===== src/wdog_pkg.sv =====
package wdog_pkg;

	// Register offsets (byte addresses)
	localparam logic [7:0]  WDOG_OFS_RELOAD_VALUE     = 8'h00;
	localparam logic [7:0]  WDOG_OFS_WATCHDOG_CONTROL = 8'h04;
	localparam logic [7:0]  WDOG_OFS_RELOAD_STROBE    = 8'h08;
	localparam logic [7:0]  WDOG_OFS_CURRENT_COUNT    = 8'h0C;

	// Control register fields
	localparam int          WDOG_CTL_ENABLE_BIT       = 0;
	localparam int          WDOG_CTL_STATUS_BIT       = 1;

	// Widths
	localparam int          WDOG_ADDR_W               = 8;
	localparam int          WDOG_DATA_W               = 32;
	localparam int          WDOG_CNT_W                = 16;

	// Values after reset
	localparam logic [15:0] WDOG_RELOAD_RST           = 16'h000F;
	localparam logic [15:0] WDOG_COUNT_RST            = 16'h000F;
	localparam logic        WDOG_ENABLE_RST           = 1'b0;
	localparam logic        WDOG_STATUS_RST           = 1'b0;
	localparam logic [31:0] WDOG_RDATA_RST            = 32'h0000_0000;

	// Slow clock periods per count step
	localparam int          WDOG_PRESCALE_DIV         = 33;
	localparam int          WDOG_PRESCALE_W           = 6;
	localparam logic [5:0]  WDOG_PRESCALE_LAST        = 6'(WDOG_PRESCALE_DIV - 1);
	localparam logic [5:0]  WDOG_PRESCALE_RST         = 6'h00;

	typedef enum logic [2:0] {
		WDOG_ST_IDLE    = 3'b001,
		WDOG_ST_RUN     = 3'b010,
		WDOG_ST_EXPIRED = 3'b100
	} wdog_state_t;

endpackage : wdog_pkg


===== src/wdog_tick_if.sv =====
`timescale 1ns/1ps
interface wdog_tick_if;
	logic run;
	logic restart;
	logic tick;

	modport ctl (
		output run,
		output restart,
		input  tick
	);

	modport pre (
		input  run,
		input  restart,
		output tick
	);
endinterface : wdog_tick_if


===== src/wdog_prescaler.sv =====
`timescale 1ns/1ps
module wdog_prescaler
	import wdog_pkg::*;
(
	// Clock and reset
	input  wire logic clk,
	input  wire logic rst,
	// Slow clock pin
	input  wire logic slow_clock_32k,
	// Control side
	wdog_tick_if.pre  tck
);

	logic                       sync1_q;
	logic                       sync2_q;
	logic                       prev_q;
	logic [WDOG_PRESCALE_W-1:0] div_q;
	logic                       tick_q;
	logic                       slow_rise;

	// Two flops before any logic sees the pin
	always_ff @(posedge clk) begin
		if (rst) begin
			sync1_q <= 1'b0;
			sync2_q <= 1'b0;
			prev_q  <= 1'b0;
		end else begin
			sync1_q <= slow_clock_32k;
			sync2_q <= sync1_q;
			prev_q  <= sync2_q;
		end
	end

	assign slow_rise = sync2_q & ~prev_q;

	always_ff @(posedge clk) begin
		if (rst || !tck.run || tck.restart) begin
			div_q  <= WDOG_PRESCALE_RST;
			tick_q <= 1'b0;
		end else if (slow_rise) begin
			if (div_q == WDOG_PRESCALE_LAST) begin
				div_q  <= WDOG_PRESCALE_RST;
				tick_q <= 1'b1;
			end else begin
				div_q  <= div_q + 6'h01;
				tick_q <= 1'b0;
			end
		end else begin
			tick_q <= 1'b0;
		end
	end

	// tick gated by enable
	// A tick already in flight must not step a counter just halted
	assign tck.tick = tick_q & tck.run;

	property p_tick_after_last;
		@(posedge clk) disable iff (rst)
		tick_q |-> $past(div_q) == WDOG_PRESCALE_LAST && $past(slow_rise);
	endproperty
	a_tick_after_last: assert property (p_tick_after_last) else $error("tick without full divide");

	property p_tick_gated;
		@(posedge clk) disable iff (rst)
		!tck.run |=> !tick_q;
	endproperty
	a_tick_gated: assert property (p_tick_gated) else $error("tick while halted");

endmodule : wdog_prescaler


===== src/wdog_timer.sv =====
`timescale 1ns/1ps
module wdog_timer
	import wdog_pkg::*;
(
	// Clock and main power reset
	input  wire logic                               clk,
	input  wire logic                               rst,
	// Slow clock pin
	input  wire logic                               slow_clock_32k,
	// Register port
	input  wire logic [wdog_pkg::WDOG_ADDR_W-1:0]   reg_addr,
	input  wire logic                               reg_wr_en,
	input  wire logic                               reg_rd_en,
	input  wire logic [wdog_pkg::WDOG_DATA_W-1:0]   reg_wdata,
	output logic      [wdog_pkg::WDOG_DATA_W-1:0]   reg_rdata,
	// Timeout event and state
	output logic                                    timeout_pulse,
	output logic                                    timeout_status_flag,
	output logic                                    counter_enable_bit
);
	import wdog_pkg::*;

	wdog_tick_if tck ();

	logic [WDOG_CNT_W-1:0]  reload_value_q;
	logic [WDOG_CNT_W-1:0]  count_q;
	logic                   enable_q;
	logic                   status_q;
	logic                   pulse_q;
	logic [WDOG_DATA_W-1:0] rdata_q;
	wdog_state_t            state_q;
	wdog_state_t            state_d;

	logic                   wr_reload;
	logic                   wr_ctl;
	logic                   wr_kick;
	logic                   kick_ok;
	logic                   underflow;
	logic                   status_w1c;
	logic                   restart;

	function automatic logic hit(input logic [WDOG_ADDR_W-1:0] a, input logic [WDOG_ADDR_W-1:0] ofs);
		hit = (a == ofs);
	endfunction : hit

	assign wr_reload  = reg_wr_en && hit(reg_addr, WDOG_OFS_RELOAD_VALUE);
	assign wr_ctl     = reg_wr_en && hit(reg_addr, WDOG_OFS_WATCHDOG_CONTROL);
	assign wr_kick    = reg_wr_en && hit(reg_addr, WDOG_OFS_RELOAD_STROBE);
	assign kick_ok    = wr_kick && enable_q;
	assign status_w1c = wr_ctl && reg_wdata[WDOG_CTL_STATUS_BIT];
	assign underflow  = (state_q == WDOG_ST_RUN) && tck.tick && (count_q == '0);
	assign restart    = wr_reload || kick_ok || underflow;

	assign tck.run     = enable_q;
	assign tck.restart = restart;

	wdog_prescaler u_prescaler (
		.clk            (clk),
		.rst            (rst),
		.slow_clock_32k (slow_clock_32k),
		.tck            (tck.pre)
	);

	always_ff @(posedge clk) begin
		if (rst) begin
			reload_value_q <= WDOG_RELOAD_RST;
		end else if (wr_reload) begin
			reload_value_q <= reg_wdata[WDOG_CNT_W-1:0];
		end
	end

	always_ff @(posedge clk) begin
		if (rst) begin
			enable_q <= WDOG_ENABLE_RST;
		end else if (wr_ctl) begin
			enable_q <= reg_wdata[WDOG_CTL_ENABLE_BIT];
		end
	end

	// Run state; expiry state lasts the single pulse cycle
	always_comb begin
		state_d = state_q;
		case (state_q)
			WDOG_ST_IDLE: begin
				if (enable_q) begin
					state_d = WDOG_ST_RUN;
				end
			end
			WDOG_ST_RUN: begin
				if (!enable_q) begin
					state_d = WDOG_ST_IDLE;
				end else if (underflow) begin
					state_d = WDOG_ST_EXPIRED;
				end
			end
			WDOG_ST_EXPIRED: begin
				state_d = enable_q ? WDOG_ST_RUN : WDOG_ST_IDLE;
			end
			default: begin
				state_d = WDOG_ST_IDLE;
			end
		endcase
	end

	always_ff @(posedge clk) begin
		if (rst) begin
			state_q <= WDOG_ST_IDLE;
		end else begin
			state_q <= state_d;
		end
	end

	// reload causes; a load write wins
	// counts down to zero then underflows
	always_ff @(posedge clk) begin
		if (rst) begin
			count_q <= WDOG_COUNT_RST;
		end else if (wr_reload) begin
			count_q <= reg_wdata[WDOG_CNT_W-1:0];
		end else if (underflow || kick_ok) begin
			count_q <= reload_value_q;
		end else if (state_q == WDOG_ST_RUN && tck.tick) begin
			count_q <= count_q - 16'h0001;
		end
	end

	always_ff @(posedge clk) begin
		if (rst) begin
			pulse_q <= 1'b0;
		end else begin
			pulse_q <= underflow;
		end
	end

	// cleared otherwise by writing one to the status bit or by main reset
	// cleared to zero while main power reset is held
	always_ff @(posedge clk) begin
		if (rst) begin
			status_q <= WDOG_STATUS_RST;
		end else if (underflow) begin
			status_q <= 1'b1;
		end else if (status_w1c) begin
			status_q <= 1'b0;
		end
	end

	always_ff @(posedge clk) begin
		if (rst) begin
			rdata_q <= WDOG_RDATA_RST;
		end else if (reg_rd_en) begin
			case (reg_addr)
				WDOG_OFS_RELOAD_VALUE:     rdata_q <= {16'h0000, reload_value_q};
				WDOG_OFS_WATCHDOG_CONTROL: rdata_q <= {30'h0000_0000, status_q, enable_q};
				WDOG_OFS_CURRENT_COUNT:    rdata_q <= {16'h0000, count_q};
				default:                   rdata_q <= WDOG_RDATA_RST;
			endcase
		end
	end

	assign reg_rdata           = rdata_q;
	assign timeout_pulse       = pulse_q;
	assign timeout_status_flag = status_q;
	assign counter_enable_bit  = enable_q;

	// Checks
	property p_load_reloads;
		@(posedge clk) disable iff (rst)
		wr_reload |=> count_q == $past(reg_wdata[WDOG_CNT_W-1:0]) && reload_value_q == count_q;
	endproperty
	a_load_reloads: assert property (p_load_reloads) else $error("load write did not reload");

	property p_kick_enabled;
		@(posedge clk) disable iff (rst)
		wr_kick && enable_q && !wr_reload |=> count_q == $past(reload_value_q);
	endproperty
	a_kick_enabled: assert property (p_kick_enabled) else $error("kick did not reload");

	property p_kick_disabled;
		@(posedge clk) disable iff (rst)
		wr_kick && !enable_q |=> $stable(count_q) && $stable(reload_value_q);
	endproperty
	a_kick_disabled: assert property (p_kick_disabled) else $error("kick acted while disabled");

	property p_halted;
		@(posedge clk) disable iff (rst)
		!enable_q && !wr_reload ##1 !enable_q |-> $stable(count_q);
	endproperty
	a_halted: assert property (p_halted) else $error("counter moved while disabled");

	property p_decrement;
		@(posedge clk) disable iff (rst)
		state_q == WDOG_ST_RUN && tck.tick && count_q != '0 && !wr_reload && !kick_ok
		|=> count_q == $past(count_q) - 16'h0001;
	endproperty
	a_decrement: assert property (p_decrement) else $error("counter did not step by one");

	property p_underflow_event;
		@(posedge clk) disable iff (rst)
		enable_q && state_q == WDOG_ST_RUN && tck.tick && count_q == '0
		|=> timeout_pulse && status_q ##1 !timeout_pulse;
	endproperty
	a_underflow_event: assert property (p_underflow_event) else $error("underflow event missing");

	property p_underflow_reload;
		@(posedge clk) disable iff (rst)
		underflow && !wr_reload |=> count_q == $past(reload_value_q);
	endproperty
	a_underflow_reload: assert property (p_underflow_reload) else $error("timeout did not reload");

	property p_status_sticky;
		@(posedge clk) disable iff (rst)
		status_q && !status_w1c |=> status_q;
	endproperty
	a_status_sticky: assert property (p_status_sticky) else $error("status flag dropped");

	property p_status_w1c;
		@(posedge clk) disable iff (rst)
		status_w1c && !underflow |=> !status_q;
	endproperty
	a_status_w1c: assert property (p_status_w1c) else $error("write one did not clear");

	property p_pulse_cause;
		@(posedge clk) disable iff (rst)
		timeout_pulse |-> $past(underflow) && $past(count_q) == '0;
	endproperty
	a_pulse_cause: assert property (p_pulse_cause) else $error("pulse without underflow");

	property p_reset_defaults;
		@(posedge clk)
		rst |=> count_q == WDOG_COUNT_RST && reload_value_q == WDOG_RELOAD_RST
			&& !enable_q && !status_q && !timeout_pulse;
	endproperty
	a_reset_defaults: assert property (p_reset_defaults) else $error("reset defaults wrong");

	property p_kick_reads_zero;
		@(posedge clk) disable iff (rst)
		reg_rd_en && hit(reg_addr, WDOG_OFS_RELOAD_STROBE) |=> reg_rdata == WDOG_RDATA_RST;
	endproperty
	a_kick_reads_zero: assert property (p_kick_reads_zero) else $error("kick read not zero");

	property p_count_read;
		@(posedge clk) disable iff (rst)
		reg_rd_en && hit(reg_addr, WDOG_OFS_CURRENT_COUNT) |=> reg_rdata == {16'h0000, $past(count_q)};
	endproperty
	a_count_read: assert property (p_count_read) else $error("count read wrong");

	property p_status_set;
		@(posedge clk) disable iff (rst)
		underflow |=> status_q;
	endproperty
	a_status_set: assert property (p_status_set) else $error("status flag not set on timeout");

	property p_enable_write;
		@(posedge clk) disable iff (rst)
		wr_ctl |=> enable_q == $past(reg_wdata[WDOG_CTL_ENABLE_BIT]);
	endproperty
	a_enable_write: assert property (p_enable_write) else $error("enable write not taken");

	property p_ctl_read;
		@(posedge clk) disable iff (rst)
		reg_rd_en && hit(reg_addr, WDOG_OFS_WATCHDOG_CONTROL)
		|=> reg_rdata == {30'h0000_0000, $past(status_q), $past(enable_q)};
	endproperty
	a_ctl_read: assert property (p_ctl_read) else $error("control read wrong");

	property p_load_read;
		@(posedge clk) disable iff (rst)
		reg_rd_en && hit(reg_addr, WDOG_OFS_RELOAD_VALUE) |=> reg_rdata == {16'h0000, $past(reload_value_q)};
	endproperty
	a_load_read: assert property (p_load_read) else $error("load read wrong");

	property p_rdata_holds;
		@(posedge clk) disable iff (rst)
		!reg_rd_en |=> $stable(reg_rdata);
	endproperty
	a_rdata_holds: assert property (p_rdata_holds) else $error("read data moved without a read");

endmodule : wdog_timer


===== config.mk =====
export PLATFORM = sky130hd
export DESIGN_NAME = wdog_timer
export DESIGN_NICKNAME = d
export VERILOG_FILES = /design/src/wdog_pkg.sv /design/src/wdog_tick_if.sv /design/src/wdog_prescaler.sv /design/src/wdog_timer.sv
export SDC_FILE = /design/constraint.sdc
export NUM_CORES = 1
export LEC_CHECK = 0
export BUFFER_PORTS_ARGS = -buffer_cell sky130_fd_sc_hd__buf_2
export CAP_MARGIN = 10
export CORE_AREA = 5 5 89 91
export DETAILED_ROUTE_END_ITERATION = 8
export DIE_AREA = 0 0 94 96
export GPL_TIMING_DRIVEN = 0
export PLACE_DENSITY = 0.81
export SYNTH_ARGS = -nofsm -noshare
export SYNTH_HDL_FRONTEND = slang
export SYNTH_SLANG_ARGS = --single-unit

===== constraint.sdc =====
create_clock -name clk -period 2.42 [get_ports clk]
set_clock_uncertainty 0.2 [all_clocks]
set_input_delay 0.484 -clock clk [delete_from_list [all_inputs] [get_ports clk]]
set_output_delay 0.484 -clock clk [all_outputs]
set_load 0.005 [all_outputs]

==> results of run 1 <==
## cell type report
type | instances | area, µm² | area share
tap | 99 | 124 | 0.0294
inverter | 7 | 26.3 | 0.00624
clock buffer | 11 | 151 | 0.0359
multi-input combinational | 305 | 1940 | 0.461
clock inverter | 3 | 42.5 | 0.0101
timing repair buffer | 62 | 367 | 0.0870
buffer | 44 | 268 | 0.0635
sequential | 64 | 1290 | 0.307
## sequential cells by signal, indices dropped and copies added (netlist names)
register             cells
u_prescaler.div_q        6
count_q                 16
u_prescaler.prev_q       1
counter_enable_bit       1
timeout_status_flag      1
u_prescaler.sync2_q      1
u_prescaler.sync1_q      1
u_prescaler.tick_q       1
timeout_pulse            1
state_q                  3
reload_value_q          16
reg_rdata               16
## cells in the final DEF, fill, tap and decap left out, types with 3 or more instances in the layout
| cell type | synthesis | layout |
|---|---|---|
| and2_1 | 4 | 4 |
| buf_6 | 4 | 6 |
| clkbuf_2 | 0 | 3 |
| dfxtp_4 | 0 | 3 |
| nor3_1 | 6 | 5 |
| dfxtp_1 | 64 | 60 |
| mux2i_1 | 11 | 11 |
| nor2_1 | 18 | 17 |
| xnor2_1 | 5 | 5 |
| a21oi_1 | 44 | 44 |
| conb_1 | 1 | 16 |
| clkbuf_8 | 0 | 11 |
| o221ai_1 | 6 | 6 |
| o21ai_0 | 12 | 11 |
| inv_1 | 7 | 5 |
| buf_2 | 2 | 47 |
| o21ai_1 | 3 | 3 |
| a31oi_1 | 5 | 5 |
| nor2b_1 | 5 | 5 |
| xor2_1 | 4 | 4 |
| o211ai_1 | 3 | 3 |
| nand3_1 | 25 | 24 |
| o31ai_1 | 4 | 4 |
| nand2b_1 | 21 | 21 |
| buf_1 | 2 | 3 |
| buf_4 | 16 | 30 |
| clkbuf_1 | 21 | 16 |
| a22o_1 | 13 | 13 |
| nand4_1 | 6 | 6 |
| nand2_1 | 40 | 40 |
## Yosys cell counts (5+ instances only)
master	count
nand4_1	6
inv_1	7
o21ai_0	12
nand2b_1	21
xnor2_1	5
a31oi_1	5
buf_4	16
nor3_1	6
o221ai_1	6
nor2b_1	5
mux2i_1	11
nand2_1	40
dfxtp_1	64
a22o_1	13
nor2_1	18
clkbuf_1	21
nand3_1	25
a21oi_1	44
## critical path: stages, from the launching register on
cell     delay [ns]
dfxtp_2        0.34
or4_4          0.54
buf_4          0.17
nor4_4         0.33
a22oi_2        0.18
mux2_4         0.33
a31o_1         0.21
## report_power, final
group | total [W] | leakage [nW] | internal, W | switching (W)
combinational | 0.000144 | 1.09 | 0.0000589 | 0.0000852
clock | 0.000912 | 0.0973 | 0.000518 | 0.000394
sequential | 0.00106 | 0.517 | 0.00105 | 0.00000354
## logic make-up (layout without fill, tap and decap cells)
kind of cell               count (synthesis)  in the layout  share of synthesized area
xor gates and xnor gates                   9              9                     0.0234
DFF                                       64             64                      0.380
AOI/OAI and AO/OA                        104            104                      0.197
buffers and inverters                     52            127                     0.0853
adders and majority gates                  3              3                     0.0111
other                                      1             16                    0.00111
and+or+nand+nor                          160            160                      0.263
muxes                                     13             13                     0.0393
## stage by stage
step	instances	power (W)	setup WS, ns	setup TNS (ns)
final	595	0.00211	0.00964	0
after CTS	589	0.00212	0.0100	0
after global routing	595	0.00220	-0.0531	-0.195
after global placement	566	0.00122	-0.600	-14.30
after detailed placement	566	0.00122	-0.687	-15.95
after floorplan	421	0.00116	0.00891	0
## routing by layer
metal  wire [µm]  track usage  vias to the layer above
li1            -            -                     1599
met1        3960        0.271                     1556
met2        4630        0.343                      164
met3         797       0.0555                       22
met4         201       0.0890                        0
met5           0            0                        -
## how the worst min path moves through the flow
stage	cells past startpoint	slack (ns)	startpoint	to
floorplan	1	0.21	u_prescaler.sync1_q	u_prescaler.sync2_q
global placement	1	0.22	u_prescaler.sync1_q	u_prescaler.sync2_q
detailed placement	1	0.23	u_prescaler.sync1_q	u_prescaler.sync2_q
CTS	2	0.14	slow_clock_32k	u_prescaler.sync1_q
global route	3	0.15	reg_wdata[2]	reload_value_q[2]
finish	2	0.15	slow_clock_32k	u_prescaler.sync1_q
## repair_timing
action	CTS	global route
pin swaps	9	6
gates resized for setup	11	24
endpoints found under the setup margin	31	29
hold buffers	0	0
hold endpoints to repair	0	0
buffers inserted	10	6
==> metrics.md, run 1 <==
| Metric | Value |
|---|---|
| Area of the core | `approximately 7000 µm²` |
| Filler Cell Count | `between 600 and 700` |
| Crit path max fanout | `5` |
| Final period util | `0.996` |
| CTS clk-pin slew, worst paths | `about 0.070 ns` |
| Relative slew slack | `0.579` |
| Congestion Overflow GR | `0` |
| Synth async-reset ratio | `0` |
| Iteration count of the initial detailed-routing pass | `5` |
| Worst R2R Path Depth | `6` |
| Tmin final | `roughly 2.4 ns` |
| Status | `finished, final reports clean` |
| Placed Area | `approximately 3800 µm²` |
| Hold WS | `about 0.15 ns` |
| R2R Setup Slk | `just under 0.01 ns` |
| Synthesized instance count | `a little over 400` |
| Synth Flop Type | `dfxtp_1` |
| Die ar. | `about 9000 µm²` |
| CP Data Arrival Time | `between 2 and 2.5 ns` |
| Initial antenna violation count | `0` |
| Post-synthesis sequential area ratio | `0.380` |
| Syn. warnings | `0` |
| Wire per inst | `16.1 µm` |
| CTS max path bufs | `2` |
| Worst-margin pin slew | `around 0.63 ns` |
| Final GP Congestion | `between 0.9 and 1` |
| Share of the synthesized area in the top cell type | `0.380` |
| Hold Crit Class | `in -> reg` |
| Reg2reg end | `count_q[10]` |
| Final core utilization | `0.597` |
| Largest net degree at the start of global routing | `11` |
| Diodes inserted | `0` |
| Via count | `about 3300` |
| Clock root buffer | `clkbuf_8` |
| PD cells | `~500 nW/µm²` |
| Seq cells post-synth | `64` |
| DRC violation total after the first TritonRoute iteration | `around 320` |
| Antenna viol nets, final | `0` |
| Post-synth top area cell | `dfxtp_1` |
| Die Ht | `about 96 µm` |
| Crit path to | `count_q[10]` |
| Mapped Area | `about 3400 µm²` |
| Crit Path Class | `reg -> reg` |
| LEAKAGE | `1.71 nW` |
| Crit path capture type | `flop` |
| Post-synth EDFFs | `0` |
| Port bufs | `46` |
| Fmax | `just over 400 MHz` |
| Starting Density | `0.478` |
| Hpwl dp | `6640 µm` |
| CP Launch Type | `flop` |
| Ranking of synthesized cells by area | `dfxtp_1 (38%), a21oi_1 (6.5%), nand2_1 (4.5%), nand2b_1 (3.9%), nand3_1 (3.7%)` |
| Via density | `5.62` |
| Overall die width | `roughly 94 µm` |
| Reg2reg start | `count_q[10]` |
| Post-Layout Inst Area | `4210 µm²` |
| Vias in the first global route | `slightly above 3000` |
| H-tree Lvls | `3` |
| CTS tree | `built` |
| RSZ-0062 raised after global routing | `true` |
| Worst Setup SP | `count_q[10]` |
| Row cnt | `31` |
| Top Ports | `80` |
| Final Setup Violations | `0` |
| Clk sinks | `64` |
| DRC Markers | `0` |
| CTS Buf Count | `9` |
| Area grow syn2layout | `25.0%` |
| Post-synthesis area per instance | `just over 8 µm²` |
| Max Slew Vio Count | `0` |
| Yosys cell types | `65` |
| Max-Cap Viols | `0` |
| Critical Path RT | `roughly 2.5 ns` |
| First-pass GRT wire length | `approximately 15000 µm` |
| Tot GR Track Use | `0.213` |
| Peak supply drop | `0.000290 V` |
| Final hold violations | `0` |
| Clk Latency, worst-skew pair | `about 0.34 ns` |
| Final WL | `~9600 µm` |
| Nets@finish | `541` |
| Proportion of layout cells with a drive suffix above 1 | `0.266` |
Power figures use the tool's default switching activity.
==> inputs of run 2 (changes only) <==
MAX_ROUTING_LAYER = met4   (was not set)
==> run 2 against run 1 <==
The flow now finishes with violations (negative setup slack). Count of clock-buffer cells in the layout is the same. First-iteration DRC count fell by 9.3%. Die area stayed put. Sequential share of layout area grew 0.45 points. Setup slack got worse by 0.037 ns. Worst hold slack improved by 0.0024 ns. Fmax is 1.5% lower. Largest power group unchanged.
==> metrics.md, run 2 (synthesis gave the netlist of run 1 again) <==
| Metric | Value |
|---|---|
| Status | `complete, but fails checks (was finished, final reports clean)` |
| Violated checks | `negative setup slack` |
| Worst Hold Launch | `slow_clock_32k (unchanged)` |
| Die Ht | `96 µm (unchanged)` |
| Area of the core | `7060 µm² (unchanged)` |
| Logic pwr share | `0.067 (was 0.068)` |
| Final setup margin | `-0.0276 ns (was 0.00964 ns)` |
| DRC Markers | `0 (unchanged)` |
| Cell count after placement | `566 (unchanged)` |
| Reg power frac | `0.500 (about the same)` |
| Congestion Overflow GR | `0 (unchanged)` |
| Crit path max fanout | `5 (unchanged)` |
| Iteration count of the initial detailed-routing pass | `5 (unchanged)` |
| Clk pwr share | `0.432 (about the same)` |
| Finished Layout Cells | `592 (was 595)` |
| Final Setup Violations | `8 (was 0)` |
| Post-CTS Hold Buffers | `0 (unchanged)` |
| Via density | `5.58 (was 5.62)` |
| Crit Path Class | `reg -> reg (unchanged)` |
| Hold endpoint | `u_prescaler.sync1_q (unchanged)` |
| DRC violation total after the first TritonRoute iteration | `291 (was 321)` |
| Top Ports | `80 (unchanged)` |
| Largest net degree at the start of global routing | `12 (was 11)` |
| CTS Buf Count | `9 (unchanged)` |
| Final WL | `9310 µm (was 9590 µm)` |
| H-tree Lvls | `3 (unchanged)` |
| Commonest non-fill, non-tap cell in the layout | `dfxtp_1 (unchanged)` |
| Diodes inserted | `0 (unchanged)` |
| Crit path capture type | `flop (unchanged)` |
| CTS max path bufs | `2 (unchanged)` |
| Final GP Congestion | `0.923 (was 0.948)` |
| Max Slew Vio Count | `0 (unchanged)` |
| First-pass GRT wire length | `14500 µm (was 14900 µm)` |
| P_sw | `0.000500 W (was 0.000483 W)` |
| Clk Latency, worst-skew pair | `0.34 ns (about the same)` |
| Proportion of layout cells with a drive suffix above 1 | `0.249 (was 0.266)` |
| Relative slew slack | `0.573 (was 0.579)` |
| Final hold violations | `0 (unchanged)` |
| Clk sinks | `64 (unchanged)` |
| Hold Crit Class | `in -> reg (unchanged)` |
| CP Launch Type | `flop (unchanged)` |
| Row cnt | `31 (unchanged)` |
| Multi-input gate area | `1920 µm² (was 1940 µm²)` |
| Reg area | `1290 µm² (about the same)` |
| Reg2reg end | `count_q[12] (was count_q[10])` |
| Max-Cap Viols | `0 (unchanged)` |
| Post-place setup slack | `-0.672 ns (was -0.687 ns)` |
| CP Data Arrival Time | `2.45 ns (about the same)` |
| R2R Setup Slk | `-0.03 ns (was 0.01 ns)` |
| Tot GR Track Use | `0.213 (about the same)` |
| Hold WS | `0.154 ns (was 0.152 ns)` |
| Initial antenna violation count | `0 (unchanged)` |
| Hpwl dp | `6580 µm (was 6640 µm)` |
| Die ar. | `9020 µm² (unchanged)` |
| Wire per inst | `15.7 µm (was 16.1 µm)` |
| Clock root buffer | `clkbuf_8 (unchanged)` |
| Critical Path RT | `2.42 ns (was 2.46 ns)` |
| Starting Density | `0.478 (unchanged)` |
| Nets@finish | `536 (was 541)` |
| PD cells | `511 nW/µm² (was 502 nW/µm²)` |
| CTS clk-pin slew, worst paths | `0.07 ns (about the same)` |
| Worst-margin pin slew | `0.641 ns (was 0.632 ns)` |
| Commonest non-fill, non-tap cells in the layout | `dfxtp_1 (62), buf_2 (47), a21oi_1 (44), nand2_1 (40), buf_4 (27) (was dfxtp_1 (60), buf_2 (47), a21oi_1 (44), nand2_1 (40), buf_4 (30))` |
| Overall die width | `94 µm (unchanged)` |
| CTS tree | `built (unchanged)` |
| Vias in the first global route | `3025 (was 3070)` |
| Port bufs | `46 (unchanged)` |
| Antenna viol nets, final | `0 (unchanged)` |
| Internal power | `0.00161 W (was 0.00163 W)` |
| Reg2reg start | `count_q[0] (was count_q[10])` |
| Filler Cell Count | `687 (was 642)` |
| Hold Crit Depth | `2 (unchanged)` |
| Via count | `3304 (was 3341)` |
| RSZ-0062 raised after global routing | `true (unchanged)` |
| LEAKAGE | `1.67 nW (was 1.71 nW)` |
| Switch share | `0.236 (was 0.228)` |
| Worst R2R Path Depth | `7 (was 6)` |
| Tmin final | `2.45 ns (was 2.41 ns)` |
| Peak supply drop | `0.000269 V (was 0.000290 V)` |
| Final period util | `1.01 (was 0.996)` |
| Setup TNS Final | `-0.120 ns (was 0 ns)` |
| Area grow syn2layout | `22.7% (was 25.0%)` |
| Fmax | `409 MHz (was 415 MHz)` |
| Final core utilization | `0.586 (was 0.597)` |
-- run 2: cell types whose count changed in the layout (fill, tap and decap cells not counted), moves of 2 or more --
cell,before,now
dfxtp_1,60,62
clkbuf_1,16,19
nor2_2,1,3
nor2_1,17,15
buf_4,30,27
-- run 2: routing by layer --
metal / vias up / track usage / routed length (µm)
met5: - / - / 0
li1: 1597 / - / -
met4: 0 / 0.107 / 238
met2: 154 / 0.334 / 4330
met3: 29 / 0.0352 / 622
met1: 1524 / 0.267 / 4120
-- run 2: layout make-up --
cell class              instances  share of cell area
plain buffers                  44              0.0635
clock buffers                  11              0.0342
clock inverters                 5              0.0136
inverters                       7             0.00695
multi-input cells             305               0.464
flip-flops and latches         64               0.311
well taps                      99              0.0299
repair buffers                 57              0.0765
-- run 2: metrics by stage --
| step | total power [W] | instance area, µm² |
|---|---|---|
| 5_1_grt | 0.00218 | 4140 |
| 4_1_cts | 0.00212 | 4100 |
| 3_3_place_gp | 0.00122 | 3790 |
| 2_1_floorplan | 0.00116 | 3440 |
| 6_report | 0.00211 | 4140 |
| 3_5_place_dp | 0.00122 | 3790 |
-- run 2: worst max-delay path by stage --
stage	slack [ns]	to	cells past startpoint	from
finish	-0.03	count_q[12]	7	count_q[0]
global route	-0.10	count_q[14]	7	count_q[0]
CTS	-0.04	count_q[12]	7	count_q[0]
detailed placement	-0.67	count_q[4]	7	reg_addr[1]
global placement	-0.62	count_q[13]	7	reg_addr[1]
floorplan	0.009	count_q[12]	8	count_q[0]
-- run 2: power by group through the flow --
stage / clock [W] / sequential (W) / combinational (W)
final: 0.000914 / 0.00106 / 0.000142
after global routing: 0.000972 / 0.00106 / 0.000154
after CTS: 0.000922 / 0.00106 / 0.000138
after detailed placement: 0 / 0.00108 / 0.000134
after global placement: 0 / 0.00108 / 0.000132
after floorplan: 0 / 0.00108 / 0.0000813
-- run 2: critical path: stages (launching register included) --
cell	delay (ns)
dfxtp_4	0.36
inv_4	0.06
ha_4	0.12
or3b_4	0.41
or4_4	0.56
or3_4	0.40
o211ai_1	0.11
a31oi_1	0.10
-- run 2: repair_timing --
item / in CTS / in global routing
setup buffers: 9 / 2
endpoints found under the setup margin: 28 / 27
hold endpoints to repair: 0 / 0
resized for setup: 15 / 11
pin swaps: 9 / 3
